File: config.mk
export PLATFORM = sky130hd
export DESIGN_NAME = asp_serial_port
export DESIGN_NICKNAME = d
export VERILOG_FILES = /design/src/core/asp_serial_port.v /design/src/core/asp_fifo.v
export VERILOG_INCLUDE_DIRS = /design/src /design/src/core
export SDC_FILE = /design/constraint.sdc
export NUM_CORES = 1
export LEC_CHECK = 0
export BUFFER_PORTS_ARGS = -buffer_cell sky130_fd_sc_hd__buf_2
export CAP_MARGIN = 25
export CORE_MARGIN = 4
export CORE_UTILIZATION = 60
export DETAILED_ROUTE_END_ITERATION = 8
export PLACE_DENSITY = 0.79
export SYNTH_ARGS = -nofsm -noshare
export SYNTH_HDL_FRONTEND = slang
export SYNTH_HIERARCHICAL = 1
export SYNTH_SLANG_ARGS = --single-unit
export TNS_END_PERCENT = 1
File: constraint.sdc
create_clock -name sys_clk_i -period 2.65 [get_ports sys_clk_i]
set_input_delay 0.265 -clock sys_clk_i [delete_from_list [all_inputs] [get_ports sys_clk_i]]
set_output_delay 0.265 -clock sys_clk_i [all_outputs]
set_load 0.1 [all_outputs]
File: src/core/asp_defs.vh
`ifndef ASP_DEFS_VH
`define ASP_DEFS_VH
// Result width and daisy-chain delay in serial clock cycles
`define ASP_RESULT_BITS    16
`define ASP_CHAIN_DELAY    16
// Conversion time in ns and its cycle count at 250 MHz
`define ASP_CONV_TIME_NS   1000
`define ASP_CLK_PERIOD_NS  4
`define ASP_CONV_CYCLES    (`ASP_CONV_TIME_NS / `ASP_CLK_PERIOD_NS)
// Result FIFO shape
`define ASP_FIFO_DEPTH     32
`define ASP_FIFO_ADDR_BITS 5
`endif

File: src/core/asp_serial_port.v
`timescale 1ns/1ns
`include "asp_defs.vh"
module asp_serial_port #(
    parameter WIDTH       = `ASP_RESULT_BITS,
    parameter CONV_CYCLES = `ASP_CONV_CYCLES
) (
    // Clock and reset
    input  wire             sys_clk_i,
    input  wire             resetn_i,
    // Pins from the host
    input  wire             conversion_start_i,
    input  wire             serial_clk_i,
    input  wire             serial_in_i,
    // Serial output pin, enable active low
    output reg              serial_out_o,
    output reg              serial_out_oe_n_o,
    // Samples from the converter core
    input  wire             sample_valid_i,
    output wire             sample_ready_o,
    input  wire [WIDTH-1:0] sample_data_i,
    // Status
    output reg              chain_mode_o,
    output reg              converting_o
);
    localparam ST_IDLE = 3'b001;
    localparam ST_CONV = 3'b010;
    localparam ST_READ = 3'b100;

    reg  [2:0]       state;
    reg  [1:0]       cnv_sync;
    reg  [1:0]       sck_sync;
    reg  [1:0]       sdi_sync;
    reg              cnv_d;
    reg              sck_d;
    reg  [15:0]      conv_cnt;
    reg  [WIDTH-1:0] shift;
    reg  [5:0]       bits_left;
    reg              busy_en;
    reg              sent_msb;
    wire             cnv;
    wire             sck;
    wire             serial_in;
    wire             cnv_rise;
    wire             sck_fall;
    wire             sel_low;
    wire             fifo_valid;
    wire [WIDTH-1:0] fifo_data;
    wire             fifo_take;

    assign cnv      = cnv_sync[1];
    assign sck      = sck_sync[1];
    assign serial_in      = sdi_sync[1];
    assign cnv_rise = cnv & ~cnv_d;
    assign sck_fall = ~sck & sck_d;
    assign sel_low  = ~cnv | ~serial_in;
    assign fifo_take = (state == ST_CONV) && (conv_cnt == 16'h0001);

    asp_fifo #(
        .WIDTH (WIDTH),
        .DEPTH (`ASP_FIFO_DEPTH),
        .AW    (`ASP_FIFO_ADDR_BITS)
    ) u_fifo (
        .sys_clk_i   (sys_clk_i),
        .resetn_i    (resetn_i),
        .in_valid_i  (sample_valid_i),
        .in_ready_o  (sample_ready_o),
        .in_data_i   (sample_data_i),
        .out_valid_o (fifo_valid),
        .out_ready_i (fifo_take),
        .out_data_o  (fifo_data)
    );

    always @(posedge sys_clk_i or negedge resetn_i) begin
        if (!resetn_i) begin
            cnv_sync <= 2'h0;
            sck_sync <= 2'h0;
            sdi_sync <= 2'h0;
            cnv_d    <= 1'b0;
            sck_d    <= 1'b0;
        end else begin
            cnv_sync <= {cnv_sync[0], conversion_start_i};
            sck_sync <= {sck_sync[0], serial_clk_i};
            sdi_sync <= {sdi_sync[0], serial_in_i};
            cnv_d    <= cnv;
            sck_d    <= sck;
        end
    end

    always @(posedge sys_clk_i or negedge resetn_i) begin
        if (!resetn_i) begin
            state             <= ST_IDLE;
            conv_cnt          <= 16'h0000;
            shift             <= {WIDTH{1'b0}};
            bits_left         <= 6'h00;
            busy_en           <= 1'b0;
            sent_msb          <= 1'b0;
            chain_mode_o      <= 1'b0;
            converting_o      <= 1'b0;
            serial_out_o      <= 1'b0;
            serial_out_oe_n_o <= 1'b1;
        end else begin
            if (cnv_rise) begin
                state        <= ST_CONV;
                conv_cnt     <= CONV_CYCLES[15:0];
                converting_o <= 1'b1;
                chain_mode_o <= ~serial_in;
                busy_en      <= 1'b0;
                sent_msb     <= 1'b0;
                bits_left    <= 6'h00;
                serial_out_oe_n_o <= serial_in;
                serial_out_o <= 1'b0;
            end else begin
                case (state)
                    ST_CONV: begin
                        conv_cnt <= conv_cnt - 16'h0001;
                        // Select line enables output while converting outside chain mode
                        if (!chain_mode_o) begin
                            serial_out_oe_n_o <= ~sel_low;
                        end
                        if (conv_cnt == 16'h0001) begin
                            state        <= ST_READ;
                            converting_o <= 1'b0;
                            shift        <= fifo_valid ? fifo_data : {WIDTH{1'b0}};
                            bits_left    <= WIDTH[5:0];
                            // Busy enabled if selected at completion outside chain mode
                            busy_en      <= ~chain_mode_o & sel_low;
                            if (~chain_mode_o & sel_low) begin
                                serial_out_o <= 1'b1;
                            end
                        end else begin
                            serial_out_o <= 1'b0;
                        end
                    end
                    ST_READ: begin
                        if (!chain_mode_o) begin
                            if (!sel_low) begin
                                serial_out_oe_n_o <= 1'b1;
                            end else begin
                                serial_out_oe_n_o <= 1'b0;
                                if (!sent_msb && !busy_en) begin
                                    serial_out_o <= shift[WIDTH-1];
                                    shift        <= {shift[WIDTH-2:0], 1'b0};
                                    bits_left    <= bits_left - 6'h01;
                                    sent_msb     <= 1'b1;
                                end else if (sck_fall) begin
                                    if (busy_en && !sent_msb) begin
                                        serial_out_o <= shift[WIDTH-1];
                                        shift        <= {shift[WIDTH-2:0], 1'b0};
                                        bits_left    <= bits_left - 6'h01;
                                        sent_msb     <= 1'b1;
                                    end else if (bits_left != 6'h00) begin
                                        serial_out_o <= shift[WIDTH-1];
                                        shift        <= {shift[WIDTH-2:0], 1'b0};
                                        bits_left    <= bits_left - 6'h01;
                                    end else begin
                                        // Falling edge after bit 0 ends the read
                                        serial_out_oe_n_o <= 1'b1;
                                        state             <= ST_IDLE;
                                    end
                                end
                            end
                        end else begin
                            // Host keeps start high; chain shift
                            serial_out_oe_n_o <= 1'b0;
                            // Serial_in is taken only on a falling edge, so nothing extra enters the chain
                            if (!sent_msb) begin
                                serial_out_o <= shift[WIDTH-1];
                                sent_msb     <= 1'b1;
                            end else if (sck_fall) begin
                                serial_out_o <= shift[WIDTH-2];
                                shift        <= {shift[WIDTH-2:0], serial_in};
                            end
                        end
                    end
                    default: begin
                        serial_out_oe_n_o <= 1'b1;
                    end
                endcase
            end
        end
    end
endmodule

File: src/core/asp_fifo.v
`timescale 1ns/1ns
module asp_fifo #(
    parameter WIDTH = 16,
    parameter DEPTH = 32,
    parameter AW    = 5
) (
    // Clock and reset
    input  wire             sys_clk_i,
    input  wire             resetn_i,
    // Fill side
    input  wire             in_valid_i,
    output wire             in_ready_o,
    input  wire [WIDTH-1:0] in_data_i,
    // Drain side
    output wire             out_valid_o,
    input  wire             out_ready_i,
    output wire [WIDTH-1:0] out_data_o
);
    reg [WIDTH-1:0] mem [0:DEPTH-1];
    reg [AW:0]      wr_ptr;
    reg [AW:0]      rd_ptr;
    wire            full;
    wire            empty;
    wire            do_wr;
    wire            do_rd;

    assign empty       = (wr_ptr == rd_ptr);
    assign full        = (wr_ptr[AW-1:0] == rd_ptr[AW-1:0]) && (wr_ptr[AW] != rd_ptr[AW]);
    assign in_ready_o  = ~full;
    assign out_valid_o = ~empty;
    assign do_wr       = in_valid_i & ~full;
    assign do_rd       = out_ready_i & ~empty;
    assign out_data_o  = mem[rd_ptr[AW-1:0]];

    always @(posedge sys_clk_i) begin
        if (do_wr) begin
            mem[wr_ptr[AW-1:0]] <= in_data_i;
        end
    end

    always @(posedge sys_clk_i or negedge resetn_i) begin
        if (!resetn_i) begin
            wr_ptr <= {(AW+1){1'b0}};
            rd_ptr <= {(AW+1){1'b0}};
        end else begin
            if (do_wr) begin
                wr_ptr <= wr_ptr + 1'b1;
            end
            if (do_rd) begin
                rd_ptr <= rd_ptr + 1'b1;
            end
        end
    end
endmodule

=== Word level (Yosys, flattened, before mapping) ===
Memory sizes are Yosys's and may differ from the RTL's.
Cells that the tools add are included.

* Output and inout port bits: 5
* Memories: 1
* Bits of input ports: 22
* Bits in registers: 67
* Word-level logic and storage cells: 152
* Bits in writable memories: 512

* Bitwise operators: 15
* Equality and inequality tests: 27
* Reductions and logical operators: 21
* Multiplexer cells: 67
* Add/subtract/negate cells: 4

{| class="wikitable"
|+ Memories
! name !! words !! bits a word !! read ports !! clocked after memory_dff !! wr ports !! line !! text
|-
| u_fifo.mem || 32 || 16 || 1 || 0 || 1 || asp_fifo.v:19 || <nowiki>reg [WIDTH-1:0] mem [0:DEPTH-1];</nowiki>
|}

{| class="wikitable"
|+ Operators with widths
! cell !! number
|-
| 16-bit two-way mux || 12
|-
| 6-bit two-way mux || 8
|-
| 1-bit two-way mux || 34
|-
| 3-bit != test (second input constant) || 11
|-
| 16-bit case mux with 2 select lines || 1
|-
| 3-bit two-way mux || 8
|-
| 5-bit != test (second input constant) || 4
|-
| 16-bit by 1-bit == test with 1-bit output (second input constant) || 1
|-
| 8-bit AND reduction || 2
|-
| 16-bit by 1-bit subtractor with 16-bit output (second input constant) || 1
|-
| 6-bit by 1-bit adder with 6-bit output (second input constant) || 2
|-
| 6-bit case mux with 2 select lines || 1
|-
| 6-bit AND reduction || 2
|-
| 1-bit inverter || 9
|-
| 4-bit != test (second input constant) || 2
|-
| 2-bit nonzero test || 4
|-
| 4-bit nonzero test || 2
|-
| 6-bit == test || 1
|-
| 6-bit != test (second input constant) || 1
|-
| 3-bit case mux with 2 select lines || 1
|-
| 3-bit nonzero test || 2
|-
| 6-bit nonzero test || 1
|-
| 6-bit by 1-bit subtractor with 6-bit output (second input constant) || 1
|-
| 1-bit AND || 5
|-
| 13 further kinds || 18
|}

=== Depth between registers and ports, before layout ===
* Depth in word-level cells: 9
* Depth in mapped cells: 10
* Mapped depth without buffers: 8

=== By module ===
The synthesis kept the hierarchy.

{| class="wikitable"
|+ By module, submodules not included
! module !! times used !! area each (µm²) !! sequential area each (µm²) !! cells an instance
|-
| asp_fifo || 1 || 20035.5 || 15675.0 || 881
|-
| asp_serial_port || 1 || 2914.0 || 1378.8 || 289
|}

=== Worst setup path after synthesis ===
Ideal clock, no wire load.

* Path kind: flip-flop to flip-flop
* From: reg u_fifo.rd_ptr[2]
* To: mem u_fifo.mem[30][0] (enable)
* Setup time: 388 ps
* Slack: 373 ps
* Buffers on the path: 2
* Clock period less this slack: 2277 ps
* Arrival: 1888 ps
* Data required time: 2262 ps
* Cell stages (with the launch flop): 8
* Path through: dfrtp_1 buf_2 xnor2_2 nand3_2 o31a_1 buf_6 nand2_2 nor2_1

* Word-level cells in the longest chain between the ends: 6

{| class="wikitable"
|+ Ends and longest elaborated chain
! item !! line !! text
|-
| start: declaration || asp_fifo.v:21 || <nowiki>reg [AW:0] rd_ptr;</nowiki>
|-
| start signal: assignment || asp_fifo.v:44 || <nowiki>rd_ptr <= {(AW+1){1'b0}};</nowiki>
|-
| start signal: assignment || asp_fifo.v:50 || <nowiki>rd_ptr <= rd_ptr + 1'b1;</nowiki>
|-
| 5-bit == test || asp_fifo.v:28 || <nowiki>assign full = (wr_ptr[AW-1:0] == rd_ptr[AW-1:0]) && (wr_ptr[AW] != rd_ptr[AW]);</nowiki>
|-
| 1-bit logical AND || asp_fifo.v:28 ||
|-
| 1-bit inverter || asp_fifo.v:31 || <nowiki>assign do_wr = in_valid_i & ~full;</nowiki>
|-
| 1-bit AND || asp_fifo.v:31 ||
|-
| 1-bit two-way mux || asp_fifo.v:36 || <nowiki>if (do_wr) begin</nowiki>
|-
| 1-bit two-way mux (not written as such) || asp_fifo.v:37 || <nowiki>mem[wr_ptr[AW-1:0]] <= in_data_i;</nowiki>
|-
| end: declaration || asp_fifo.v:19 ||
|}

Every way passes these cells.

=== Final worst setup path ===
* From: reg u_fifo.rd_ptr[4]
* To: reg shift[12]

* Word-level cells in the longest chain between the ends: 4
* Elaborated cells on any way between the ends: 5
* Classes of those cells: eq/ne: 1; mux: 3; memory: 1

{| class="wikitable"
|+ Ends and longest elaborated chain
! item !! line !! text
|-
| memory 32 x 16 bit || n/a ||
|-
| named net fifo_data[12] || asp_serial_port.v:47 || <nowiki>wire [WIDTH-1:0] fifo_data;</nowiki>
|-
| 16-bit two-way mux || asp_serial_port.v:123 || <nowiki>shift <= fifo_valid ? fifo_data : {WIDTH{1'b0}};</nowiki>
|-
| 16-bit two-way mux || asp_serial_port.v:120 || <nowiki>if (conv_cnt == 16'h0001) begin</nowiki>
|-
| 16-bit case mux with 2 select lines || asp_serial_port.v:113 || <nowiki>case (state)</nowiki>
|-
| end signal: assignment || asp_serial_port.v:123 ||
|-
| end signal: assignment || asp_serial_port.v:142 || <nowiki>shift <= {shift[WIDTH-2:0], 1'b0};</nowiki>
|-
| end signal: assignment || asp_serial_port.v:148 || <nowiki>shift <= {shift[WIDTH-2:0], 1'b0};</nowiki>
|-
| end: declaration || asp_serial_port.v:36 || <nowiki>reg [WIDTH-1:0] shift;</nowiki>
|}

The timed path passes the listed nets, and every way through them passes these cells. The select of a mux whose other input is x is not followed.
A chain may end at the register's enable or synchronous reset.

==> flow_metrics.py <==
metrics = {
    "floorplanning": {
        "fp.dieW_um": 203.6,
        "io_pins": 27,
        "row_count": 71,
        "design.core.area_mm2": 0.03767,
        "dieArea_mm2": 0.04144,
        "fp.dieH_um": 203.6,
        "start_util": 0.6093,
    },
    "cells_and_area": {
        "regArea_mm2": 0.01706,
        "area_growth_pct": 13.64,
        "fin_nets": 1315,
        "layout-drive-gt1-share": 0.2764,
        "fin_util": 0.6924,
        "multi_input_area_mm2": 0.005435,
        "stdcell_area_mm2": 0.02608,
        "layout.cells.non_filler": 1840,
        "fillers": 2267,
    },
    "worst_setup_path": {
        "cp-end-kind": "flip-flop",
        "crit_path_start_kind": "flip-flop",
        "slowest_stage": "or3b_2",
        "arrival_ps": 3010,
        "cpPeakStageDelay_ps": 720,
        "path_class": "reg -> reg",
        "crit_chain": "or3b_2, o22ai_1, buf_4, nor4_1, nand2_1, o21ai_0, mux2_4",
        "r2r-start": "u_fifo/rd_ptr[4]",
        "critPathRequiredTime_ps": 3130,
        "crit_fanout": 16,
        "startpoint": "u_fifo/rd_ptr[4]",
    },
    "pwr": {
        "total_power_uw": 21850,
        "ir_drop_v": 0.0006310,
        "power.switching_fraction": 0.2491,
        "power_density_mw_per_mm2": 837.7,
        "leakagePower_uw": 0.008557,
        "combPwrFrac": 0.133,
        "clkPwrFrac": 0.357,
        "p_sw_uw": 5442,
        "internal_power_uw": 16410,
        "p_seq_frac": 0.510,
    },
    "timing": {
        "fin_skew_ps": 19.05,
        "max_freq_mhz": 395.2,
        "finalMaxSlewViolations": 0,
        "finalSetupViolations": 0,
        "worst_slew_pin_slew_ps": 717.6,
        "rsz0062_at_grt": "yes",
        "hold_violations": 0,
        "fin_crit_ps": 2531,
        "relSlewSlack": 0.5216,
        "fin_crit_sh": 0.9550,
    },
    "drt": {
        "first_iter_violations": 1352,
        "drc": 0,
        "vias_per_cell": 6.497,
        "ant_nets": 0,
        "first_pass_iters": 7,
        "dr_total_vias": 11954,
        "wl_per_cell_um": 27.81,
        "wirelength_um": 51180,
    },
    "place": {
        "placed_cell_area_mm2": 0.02423,
        "gp_congestion": 0.8663,
        "dpl.hpwl_um": 29890,
        "io_buffer_count": 26,
        "placed_cells": 1733,
    },
    "synthesis": {
        "syn-num-nets": 1201,
        "synth_area_leaders": "edfxtp_1 67%, mux4_2 13%, dfrtp_1 7.1%, o22ai_1 1.8%, nand2_1 1.1%",
        "yosysMostFrequentCell": "edfxtp_1",
        "yosys_warnings": 6,
        "netlist_area_mm2": 0.02295,
        "yosysUniqueCellTypes": 72,
        "synth-edff-count": 512,
        "yosysTopAreaCell": "edfxtp_1",
        "synth_seq_area_share": 0.7431,
        "post_synth.cell_area_avg_um2": 19.61,
        "synth_cells": 1170,
        "synthArstFlopShare": 0.1157,
        "synth_top_area_share": 0.6699,
        "postSynthRegisterBits": 579,
        "synth_ff_type": "edfxtp_1",
        "synth_commonest_cells": "512 x edfxtp_1, 128 x mux4_2, 66 x nand2_1, 66 x o22ai_1",
    },
    "clock_network": {
        "clk_pin_slew_worst_paths_ps": 60,
        "clockBufferDepth": 3,
        "cts.sinks": 579,
        "insertion_delay_ps": 600,
        "cts_made_buffers": 56,
        "htree_levels": 2,
        "cts_tree": "built",
        "cts-root-buf": "clkbuf_16",
    },
    "flow_run": {
        "max-cap-violations": 0,
    },
    "worst_hold_path": {
        "hp-class": "in -> reg",
        "min_from": "sample_valid_i",
    },
    "outcome": {
        "status": "finished clean",
    },
    "global_routing": {
        "grt_pass1_vias": 12197,
        "grt_antenna_before_repair": 0,
        "track_usage": 0.2549,
        "grt_max_degree": 65,
        "overflow": 0,
        "grt_pass1_wl_um": 78360,
    },
}
-- metrics by stage --
step / setup TNS [ps] / setup WS [ps] / hold WS, ps
floorplan: 0 / 373.5 / -30.59
global placement: 0 / 98.65 / 316.3
detailed placement: 0 / 50.51 / 321.9
CTS: 0 / 49.46 / 118.8
global route: -0.5220 / -0.5220 / 161.0
finish: 0 / 119.4 / 149.5
-- state kept, by name (all words and copies together) (netlist names), 2 cells and up --
name / flops
u_fifo/mem: 512
conv_cnt: 16
shift: 16
bits_left: 6
u_fifo/rd_ptr: 6
u_fifo/wr_ptr: 6
state: 3
cnv_sync: 2
sck_sync: 2
sdi_sync: 2
-- layout make-up --
type	instances	area share
well taps	511	0.02452
flip-flops and latches	579	0.6542
clock inverters	28	0.01022
repair buffers	116	0.04198
diodes	1	0.00009595
multi-input cells	518	0.2084
inverters	13	0.001871
clock buffers	74	0.05872
-- per-layer routing --
metal	wire (um)	share of wire	global-route usage	vias to the layer above
li1	-	-	-	4979
met1	19270	0.38	0.3623	6196
met2	25480	0.50	0.4064	674
met3	4723	0.092	0.04929	105
met4	1699	0.033	0.08986	0
met5	0	0	0	-
-- logic make-up (layout without fill, tap and decap cells) --
kind of cell / count (synthesis) / count (layout) / synth area share
simple gates: 209 / 209 / 0.04771
buf+inv: 73 / 231 / 0.02061
flops: 579 / 579 / 0.7431
compound gates: 120 / 120 / 0.03418
other cells: 0 / 1 / 0
mux: 149 / 149 / 0.1373
xor+xnor: 31 / 31 / 0.01216
fa+ha+maj: 9 / 9 / 0.004907
-- cell usage in the layout, fill, tap and decap left out, types with 7 or more instances in the layout --
| cell | Yosys | layout |
|---|---|---|
| edfxtp_1 | 512 | 512 |
| mux4_2 | 128 | 128 |
| nand2_1 | 66 | 66 |
| nor2_1 | 65 | 65 |
| o22ai_1 | 66 | 65 |
| dfrtp_1 | 65 | 63 |
| buf_4 | 4 | 63 |
| clkbuf_16 | 0 | 58 |
| o21ai_0 | 27 | 27 |
| buf_2 | 22 | 26 |
| buf_12 | 5 | 22 |
| nor4_1 | 17 | 17 |
| xnor2_1 | 16 | 16 |
| xor2_1 | 14 | 14 |
| clkbuf_1 | 16 | 14 |
| inv_1 | 13 | 13 |
| mux2_4 | 10 | 10 |
| clkinv_1 | 0 | 10 |
| nand3_1 | 9 | 9 |
| ha_1 | 9 | 9 |
| clkinv_2 | 0 | 9 |
| nand3b_1 | 8 | 8 |
| a21oi_1 | 7 | 7 |
| mux2_2 | 7 | 7 |
-- worst max-delay path, delay by kind of cell, from the launching register on --
kind / cells / cell delay, ps
AOI/OAI and AO/OA: 2 / 410
muxes: 1 / 310
DFF: 1 / 640
and+or+nand+nor: 3 / 860
buffers and inverters: 1 / 190
-- timing repair --
item / 4_1_cts / 5_1_grt
setup endpoints to repair: 0 / 7
resized for setup: 0 / 2
hold buffers: 4 / 0
setup buffers: 0 / 0
hold endpoints to repair: 28 / 0
-- power groups by stage --
| stage | Clock, uW | Sequential [uW] | Combinational [uW] |
|---|---|---|---|
| after global routing | 8320 | 11200 | 3140 |
| after floorplan | 0 | 11300 | 1840 |
| after CTS | 7930 | 11100 | 2890 |
| after global placement | 0 | 11300 | 2760 |
| final | 7800 | 11100 | 2910 |
| after detailed placement | 0 | 11300 | 2850 |
-- final timing paths --
path | to | slack (ps) | cells past startpoint
min in group asynchronous | sck_d | 240 | 2
setup / recovery | shift[12] | 120 | 7
setup reg to reg | shift[12] | 120 | 7
hold / removal | u_fifo/wr_ptr[0] | 150 | 3
hold reg to reg | sck_sync[1] | 360 | 0
max in group asynchronous | shift[12] | 1640 | 3
Power figures use the tool's default switching activity.
